<file path="src/verilog/aim_pkg.sv">
// Package: register map and field layout of the alarm interrupt mask tree
package aim_pkg;

	// ----------------------------------------------------------------
	// Register indices (byte address is four times the index)
	// ----------------------------------------------------------------
	localparam logic [7:0] IDX_PROC_ALARM_MASK = 8'h16;
	localparam logic [7:0] IDX_RX_SIDE_MASK    = 8'h17;
	localparam logic [7:0] IDX_TX_FIFO_MASK    = 8'h18;
	localparam logic [7:0] IDX_TX_RX_FIFO_MASK = 8'h19;
	localparam logic [7:0] IDX_IRQ_INDICATION  = 8'h20;
	localparam logic [7:0] IDX_GROUP_IRQ_MASK  = 8'h21;
	localparam logic [7:0] IDX_HW_IRQ_CTRL     = 8'h30;
	localparam logic [7:0] IDX_EVT_STATUS      = 8'h31;
	localparam logic [7:0] IDX_EVT_CLEAR       = 8'h32;
	localparam logic [7:0] IDX_EVT_ENABLE      = 8'h33;

	// ----------------------------------------------------------------
	// Field positions
	// ----------------------------------------------------------------
	localparam int NUM_PORTS     = 4;
	localparam int IND_SW_BIT    = 7;
	localparam int IND_EXT_BIT   = 6;
	localparam int IND_A_BIT     = 5;
	localparam int IND_B_BIT     = 4;
	localparam int GRP_EXT_BIT   = 6;
	localparam int GRP_A_BIT     = 5;
	localparam int GRP_B_BIT     = 4;
	localparam int TX_ALARM_BASE = 4;
	localparam int PROC_ALM_HI   = 7;
	localparam int PROC_ALM_MID  = 6;
	localparam int PROC_ALM_LO   = 4;
	localparam int GRP_W         = 7;

	// ----------------------------------------------------------------
	// Reset values and bus answers
	// ----------------------------------------------------------------
	localparam logic [7:0] MASK_RST    = 8'h00;
	localparam logic [1:0] RESP_OKAY   = 2'h0;
	localparam logic [1:0] RESP_SLVERR = 2'h2;

endpackage : aim_pkg

</file>
<file path="src/verilog/aim_mask_tree.sv">
// Alarm interrupt mask tree with AXI4-Lite register slave
`timescale 1ns/10ps
`default_nettype none

module aim_mask_tree
	import aim_pkg::*;
#(
	parameter int ADDR_W = 12
)
(
	input  wire logic              clk_i,
	input  wire logic              rst_i,
	input  wire logic [ADDR_W-1:0] s_axi_awaddr_i,
	input  wire logic              s_axi_awvalid_i,
	output logic                   s_axi_awready_o,
	input  wire logic [31:0]       s_axi_wdata_i,
	input  wire logic [3:0]        s_axi_wstrb_i,
	input  wire logic              s_axi_wvalid_i,
	output logic                   s_axi_wready_o,
	output logic [1:0]             s_axi_bresp_o,
	output logic                   s_axi_bvalid_o,
	input  wire logic              s_axi_bready_i,
	input  wire logic [ADDR_W-1:0] s_axi_araddr_i,
	input  wire logic              s_axi_arvalid_i,
	output logic                   s_axi_arready_o,
	output logic [31:0]            s_axi_rdata_o,
	output logic [1:0]             s_axi_rresp_o,
	output logic                   s_axi_rvalid_o,
	input  wire logic              s_axi_rready_i,
	input  wire logic [7:0]        proc_alarm_i,
	input  wire logic              ext_clock_fail_i,
	input  wire logic              a_bus_alarm_i,
	input  wire logic              b_bus_alarm_i,
	input  wire logic [3:0]        rx_a_alarm_i,
	input  wire logic [3:0]        rx_b_alarm_i,
	input  wire logic [3:0]        a_side_remote_fail_alarm_i,
	input  wire logic [3:0]        b_side_remote_fail_alarm_i,
	input  wire logic [3:0]        tx_fifo_a_alarm_i,
	input  wire logic [3:0]        tx_fifo_b_alarm_i,
	input  wire logic [3:0]        tx_alarm_i,
	input  wire logic [3:0]        rx_fifo_err_alarm_i,
	output logic [7:0]             irq_indication_o,
	output logic                   irq_o
);

	// ----------------------------------------------------------------
	// State
	// ----------------------------------------------------------------
	typedef struct packed {
		logic             proc_msk;
		logic [7:0]       rx_side_msk;
		logic [7:0]       tx_fifo_msk;
		logic [7:0]       tx_rx_fifo_msk;
		logic [GRP_W-1:0] grp_msk;
		logic             hw_en;
		logic [7:0]       evt_en;
		logic [7:0]       evt_sts;
		logic [7:0]       ind;
		logic             aw_held;
		logic [7:0]       aw_idx;
		logic             w_held;
		logic [7:0]       wdata;
		logic             wlane0;
		logic             bvalid;
		logic [1:0]       bresp;
		logic             rvalid;
		logic [1:0]       rresp;
		logic [7:0]       rdata;
	} aim_state_s;

	aim_state_s st_reg;
	aim_state_s st_next;

	logic [NUM_PORTS-1:0] port_ind;
	logic                 proc_hit;
	logic [7:0]           ind_now;
	logic [7:0]           evt_clr;
	logic                 do_write;
	logic                 do_read;
	logic [7:0]           ar_idx;
	logic [7:0]           rd_byte;
	logic                 rd_hit;
	logic                 wr_hit;

	// ----------------------------------------------------------------
	// Per-port gating
	// ----------------------------------------------------------------
	genvar gp;
	generate
		for (gp = 0; gp < NUM_PORTS; gp++)
		begin : g_port
			aim_port_gate u_gate
			(
				.grp_en_i      (st_reg.grp_msk[gp]),
				.rx_a_en_i     (st_reg.rx_side_msk[2*gp+1]),
				.rx_b_en_i     (st_reg.rx_side_msk[2*gp]),
				.txf_a_en_i    (st_reg.tx_fifo_msk[2*gp+1]),
				.txf_b_en_i    (st_reg.tx_fifo_msk[2*gp]),
				.tx_en_i       (st_reg.tx_rx_fifo_msk[TX_ALARM_BASE+gp]),
				.rxf_en_i      (st_reg.tx_rx_fifo_msk[gp]),
				.rx_a_alarm_i  (rx_a_alarm_i[gp]),
				.rx_b_alarm_i  (rx_b_alarm_i[gp]),
				.a_rfi_i       (a_side_remote_fail_alarm_i[gp]),
				.b_rfi_i       (b_side_remote_fail_alarm_i[gp]),
				.txf_a_alarm_i (tx_fifo_a_alarm_i[gp]),
				.txf_b_alarm_i (tx_fifo_b_alarm_i[gp]),
				.tx_alarm_i    (tx_alarm_i[gp]),
				.rxf_alarm_i   (rx_fifo_err_alarm_i[gp]),
				.port_ind_o    (port_ind[gp])
			);
		end
	endgenerate

	// ----------------------------------------------------------------
	// Indication vector
	// ----------------------------------------------------------------
	// processor alarm gate
	assign proc_hit = st_reg.proc_msk
		& (proc_alarm_i[PROC_ALM_HI] | proc_alarm_i[PROC_ALM_MID]
		| proc_alarm_i[PROC_ALM_LO]);

	always_comb
	begin
		ind_now = MASK_RST;
		ind_now[NUM_PORTS-1:0] = port_ind;
		ind_now[IND_EXT_BIT] = ext_clock_fail_i & st_reg.grp_msk[GRP_EXT_BIT];
		ind_now[IND_A_BIT] = a_bus_alarm_i & st_reg.grp_msk[GRP_A_BIT];
		ind_now[IND_B_BIT] = b_bus_alarm_i & st_reg.grp_msk[GRP_B_BIT];
		ind_now[IND_SW_BIT] = proc_hit | (|ind_now[IND_EXT_BIT:0]);
	end

	// ----------------------------------------------------------------
	// Bus decode
	// ----------------------------------------------------------------
	assign do_write = st_reg.aw_held & st_reg.w_held & ~st_reg.bvalid;
	assign do_read  = s_axi_arvalid_i & ~st_reg.rvalid;
	assign ar_idx   = s_axi_araddr_i[9:2];
	assign evt_clr  = (do_write && st_reg.wlane0 && st_reg.aw_idx == IDX_EVT_CLEAR)
		? st_reg.wdata : MASK_RST;

	always_comb
	begin
		wr_hit = 1'b1;
		unique case (st_reg.aw_idx)
			IDX_PROC_ALARM_MASK, IDX_RX_SIDE_MASK, IDX_TX_FIFO_MASK,
			IDX_TX_RX_FIFO_MASK, IDX_IRQ_INDICATION, IDX_GROUP_IRQ_MASK,
			IDX_HW_IRQ_CTRL, IDX_EVT_STATUS, IDX_EVT_CLEAR, IDX_EVT_ENABLE: wr_hit = 1'b1;
			default: wr_hit = 1'b0;
		endcase
	end

	// Unused and reserved bits read as zero; clear register is write-only
	always_comb
	begin
		rd_byte = MASK_RST;
		rd_hit  = 1'b1;
		unique case (ar_idx)
			IDX_PROC_ALARM_MASK: rd_byte[0] = st_reg.proc_msk;
			IDX_RX_SIDE_MASK:    rd_byte = st_reg.rx_side_msk;
			IDX_TX_FIFO_MASK:    rd_byte = st_reg.tx_fifo_msk;
			IDX_TX_RX_FIFO_MASK: rd_byte = st_reg.tx_rx_fifo_msk;
			IDX_IRQ_INDICATION:  rd_byte = st_reg.ind;
			IDX_GROUP_IRQ_MASK:  rd_byte[GRP_W-1:0] = st_reg.grp_msk;
			IDX_HW_IRQ_CTRL:     rd_byte[0] = st_reg.hw_en;
			IDX_EVT_STATUS:      rd_byte = st_reg.evt_sts;
			IDX_EVT_CLEAR:       rd_byte = MASK_RST;
			IDX_EVT_ENABLE:      rd_byte = st_reg.evt_en;
			default:             rd_hit = 1'b0;
		endcase
	end

	// ----------------------------------------------------------------
	// Next state
	// ----------------------------------------------------------------
	always_comb
	begin
		st_next = st_reg;
		st_next.ind = ind_now;
		// Set wins over a clear in the same cycle
		st_next.evt_sts = (st_reg.evt_sts & ~evt_clr) | (ind_now & ~st_reg.ind);

		if (s_axi_awvalid_i && s_axi_awready_o)
		begin
			st_next.aw_held = 1'b1;
			st_next.aw_idx  = s_axi_awaddr_i[9:2];
		end
		if (s_axi_wvalid_i && s_axi_wready_o)
		begin
			st_next.w_held = 1'b1;
			st_next.wdata  = s_axi_wdata_i[7:0];
			st_next.wlane0 = s_axi_wstrb_i[0];
		end
		if (do_write)
		begin
			st_next.aw_held = 1'b0;
			st_next.w_held  = 1'b0;
			st_next.bvalid  = 1'b1;
			st_next.bresp   = wr_hit ? RESP_OKAY : RESP_SLVERR;
			if (st_reg.wlane0)
			begin
				unique case (st_reg.aw_idx)
					IDX_PROC_ALARM_MASK: st_next.proc_msk = st_reg.wdata[0];
					IDX_RX_SIDE_MASK:    st_next.rx_side_msk = st_reg.wdata;
					IDX_TX_FIFO_MASK:    st_next.tx_fifo_msk = st_reg.wdata;
					IDX_TX_RX_FIFO_MASK: st_next.tx_rx_fifo_msk = st_reg.wdata;
					IDX_GROUP_IRQ_MASK:  st_next.grp_msk = st_reg.wdata[GRP_W-1:0];
					IDX_HW_IRQ_CTRL:     st_next.hw_en = st_reg.wdata[0];
					IDX_EVT_ENABLE:      st_next.evt_en = st_reg.wdata;
					default:             st_next.hw_en = st_reg.hw_en;
				endcase
			end
		end
		if (st_reg.bvalid && s_axi_bready_i)
		begin
			st_next.bvalid = 1'b0;
		end

		if (st_reg.rvalid && s_axi_rready_i)
		begin
			st_next.rvalid = 1'b0;
		end
		if (do_read)
		begin
			st_next.rvalid = 1'b1;
			st_next.rdata  = rd_byte;
			st_next.rresp  = rd_hit ? RESP_OKAY : RESP_SLVERR;
		end
	end

	always_ff @(posedge clk_i or posedge rst_i)
	begin
		if (rst_i)
		begin
			st_reg <= '0;
		end
		else
		begin
			st_reg <= st_next;
		end
	end

	// ----------------------------------------------------------------
	// Outputs
	// ----------------------------------------------------------------
	assign s_axi_awready_o  = ~st_reg.aw_held & ~st_reg.bvalid;
	assign s_axi_wready_o   = ~st_reg.w_held & ~st_reg.bvalid;
	assign s_axi_bvalid_o   = st_reg.bvalid;
	assign s_axi_bresp_o    = st_reg.bresp;
	assign s_axi_arready_o  = ~st_reg.rvalid;
	assign s_axi_rvalid_o   = st_reg.rvalid;
	assign s_axi_rresp_o    = st_reg.rresp;
	assign s_axi_rdata_o    = {24'h000000, st_reg.rdata};
	assign irq_indication_o = st_reg.ind;

	// enable AND indication
	// Event enables default off, so the lead follows the indication alone
	assign irq_o = st_reg.hw_en & (st_reg.ind[IND_SW_BIT] | (|(st_reg.evt_sts & st_reg.evt_en)));
endmodule : aim_mask_tree

`default_nettype wire

</file>
<file path="src/verilog/aim_port_gate.sv">
// Per-port two-level mask gate producing one port indication
`timescale 1ns/10ps
`default_nettype none

module aim_port_gate
(
	input  wire logic grp_en_i,
	input  wire logic rx_a_en_i,
	input  wire logic rx_b_en_i,
	input  wire logic txf_a_en_i,
	input  wire logic txf_b_en_i,
	input  wire logic tx_en_i,
	input  wire logic rxf_en_i,
	input  wire logic rx_a_alarm_i,
	input  wire logic rx_b_alarm_i,
	input  wire logic a_rfi_i,
	input  wire logic b_rfi_i,
	input  wire logic txf_a_alarm_i,
	input  wire logic txf_b_alarm_i,
	input  wire logic tx_alarm_i,
	input  wire logic rxf_alarm_i,
	output logic      port_ind_o
);

	logic sub_hit;

	// remote fail bypass
	// Remote failure needs only the group mask, not the side sub-mask
	assign sub_hit = (rx_a_alarm_i & rx_a_en_i) | (rx_b_alarm_i & rx_b_en_i)
		| a_rfi_i | b_rfi_i
		| (txf_a_alarm_i & txf_a_en_i) | (txf_b_alarm_i & txf_b_en_i)
		| (tx_alarm_i & tx_en_i) | (rxf_alarm_i & rxf_en_i);

	assign port_ind_o = grp_en_i & sub_hit;

endmodule : aim_port_gate

`default_nettype wire
</file>
<file path="config.mk">
export PLATFORM = sky130hd
export DESIGN_NAME = aim_mask_tree
export DESIGN_NICKNAME = d
export VERILOG_FILES = /design/src/verilog/aim_pkg.sv /design/src/verilog/aim_mask_tree.sv /design/src/verilog/aim_port_gate.sv
export SDC_FILE = /design/constraint.sdc
export NUM_CORES = 1
export LEC_CHECK = 0
export ABC_AREA = 1
export BUFFER_PORTS_ARGS = -buffer_cell sky130_fd_sc_hd__clkbuf_2
export CAP_MARGIN = 20
export CORE_MARGIN = 1
export CORE_UTILIZATION = 45
export CTS_BUF_LIST = sky130_fd_sc_hd__clkbuf_16
export CTS_CLUSTER_SIZE = 24
export DETAILED_ROUTE_END_ITERATION = 12
export PLACE_DENSITY = 0.72
export SLEW_MARGIN = 20
export SYNTH_ARGS = -nofsm -noshare
export SYNTH_HDL_FRONTEND = slang
export SYNTH_SLANG_ARGS = --single-unit
</file>
<file path="constraint.sdc">
create_clock -name clk_i -period 7.5 [get_ports clk_i]
set_input_delay 1.125 -clock clk_i [delete_from_list [all_inputs] [get_ports clk_i]]
set_output_delay 1.125 -clock clk_i [all_outputs]
set_load 0.005 [all_outputs]
</file>
==> out/qor.yml <==
start_kind: "flop"
cts.clk_slew.worst_paths_ns: 0.06
synthTopCellsByArea: "dfrtp_1 (46%), nand2_1 (13%), buf_4 (7.6%), nand3_1 (6.7%), o21ai_2 (4.4%)"
rows: 37
finalCoreUtilization: 0.527
p_per_area_nw_per_um2: 270
coreArea_um2: 10400
cts_tree: "yes"
postSynthAreaPerCell_um2: 8.05
mostFrequentLayoutCell: "nand2_1"
drtAntennaViolNets: 0
drive_above_1_share: 0.260
wl_per_cell_um: 13.9
routed_wl_um: 11300
cts.sinks: 88
yosysTopAreaCell: "dfrtp_1"
worst_slew_pin_slew_ns: 0.802
start_util: 0.466
setup_viol: 0
place_ws_ns: 5.06
relSlewSlack: 0.465
die_area_um2: 11200
grt_first_pass_wirelength_um: 18600
period_share: 0.333
nets: 783
cp.required_ns: 6.38
fin_ws_ns: 5.01
rsz0062_at_grt: "false"
synth_top_area_frac: 0.456
grt_max_degree: 89
port_buffers: 93
die_h_um: 106
grt_pass1_vias: 3859
postCtsSetupRepairBufs: 0
drt_iter0_markers: 302
r2r_cells: 6
syn-instance-count: 600
cts_buffer_depth: 2
vias: 4125
cts_resized: 0
routed_via_density: 5.07
place_congestion: 0.867
finalCriticalPeriod_ns: 2.49
hold_end: "st_reg[46]$_DFF_PP0_"
ys_types: 34
ios: 160
end_kind: "output port"
peakVddDrop_mv: 0.153
worstSetupPathType: "reg2out"
reg2reg_to: "st_reg[86]$_DFFE_PP0P_"
synth-seq-area-share: 0.456
largest_reg_flops: 68
die-width_um: 106
r2r_slack_ns: 5.68
crit_path_max_incr_delay_ns: 0.41
fin_tns_setup_ns: 0
ctsHoldBuffers: 0
fmax_mhz: 401
insertion_delay_ns: 0.34
min_from: "irq_indication_o[5]$_DFF_PP0_"
hold_path_depth: 1
diodes: 0
finalMaxSlewViolations: 0
cts_buffers: 9
path_cells: "nand2_1 -> nand3_1 -> a211oi_1 -> a21boi_0 -> clkbuf_2"
maxCapViolCount: 0
area_growth_pct: 13.2
drc: 0
grt_usage: 0.216
r2r_start: "st_reg[30]$_DFFE_PP0P_"
antenna_found_initial: 0
fin_worst_skew_ns: 0.00613
htree_levels: 3
layout_common_cells: "nand2_1 (164), clkbuf_2 (93), dfrtp_1 (88)"
status: "finished, final reports clean"
gr-total-overflow: 0
place.detailed.hpwl_um: 8330
hold_path_class: "reg2reg"
crit_arrival_ns: 1.37
p_leak_nw: 2.87
synth_warnings: 0
hold_viol_final: 0
ys_ff_latch: 88
cp_slowest_cell: "dfrtp_1"
synth_area_um2: 4830
firstDrtPassIters: 5
cts_root_buffer: "clkbuf_16"
critPathMaxFanout: 3
==> cells by family (layout without fill, tap and decap cells) <==
kind of cell | count (synthesis) | count (layout) | share of synthesized area
simple gates | 320 | 320 | 0.304
mux | 3 | 3 | 0.00699
buf+inv | 103 | 156 | 0.124
compound gates | 85 | 85 | 0.109
other cells | 1 | 26 | 0.000776
flops | 88 | 88 | 0.456
==> critical path, delay by kind of cell (launching register included) <==
kind / cells / cell delay, ns
AND/OR/NAND/NOR: 2 / 0.18
AO/OA/AOI/OAI: 2 / 0.30
flip-flops: 1 / 0.41
buffers and inverters: 1 / 0.14
==> cells in the mapped netlist, drive strengths merged <==
cell type	instances
nor3	5
buf	56
clkbuf	1
nand4	4
mux2	3
clkinv	1
nand3	67
nand3b	1
nor2	63
inv	45
a211oi	1
a21boi	1
nand2	174
and3	5
o21ai	61
conb	1
a221oi	1
dfrtp	88
or2	1
a21oi	21
==> report_power, final <==
part / total [mW] / leakage, nW / switching (mW) / internal [mW]
logic: 0.352 / 1.60 / 0.237 / 0.115
registers: 0.643 / 1.12 / 0.0758 / 0.567
clock network: 0.479 / 0.153 / 0.187 / 0.292
==> worst max path at each step <==
stage | from | to
2_1_floorplan | rst_i | irq_indication_o[0]$_DFF_PP0_
3_3_place_gp | s_axi_araddr_i[8] | s_axi_rdata_o[7]$_DFFE_PP0P_
3_5_place_dp | s_axi_araddr_i[7] | s_axi_rdata_o[3]$_DFFE_PP0P_
4_1_cts | st_reg[49]$_DFFE_PP0P_ | irq_o
5_1_grt | st_reg[49]$_DFFE_PP0P_ | irq_o
6_report | st_reg[49]$_DFFE_PP0P_ | irq_o
==> metal layers <==
metal,GRT usage,vias to the layer above,wire [µm]
li1,-,2022,-
met1,0.289,1906,4870
met2,0.357,175,5470
met3,0.0303,22,723
met4,0.0813,0,286
met5,0,-,0
==> area by class of cell <==
cell class | instances | area [µm²]
Clock buffer | 9 | 225
Clock inverter | 7 | 96.3
Fill cell | 1015 | 4900
Inverter | 46 | 174
Multi-Input combinational cell | 434 | 2120
Sequential cell | 88 | 2200
Tap cell | 136 | 170
Timing Repair Buffer | 94 | 477
==> metrics by stage <==
step	hold WS (ns)	cell area, µm²	power (mW)	std cells
floorplan	0.447	4920	0.908	625
global placement	0.464	5140	0.989	798
detailed placement	0.466	5140	1.00	798
CTS	0.484	5460	1.48	814
global route	0.511	5470	1.56	814
finish	0.480	5470	1.47	814
Note: power is estimated with default switching activity, not from simulation.
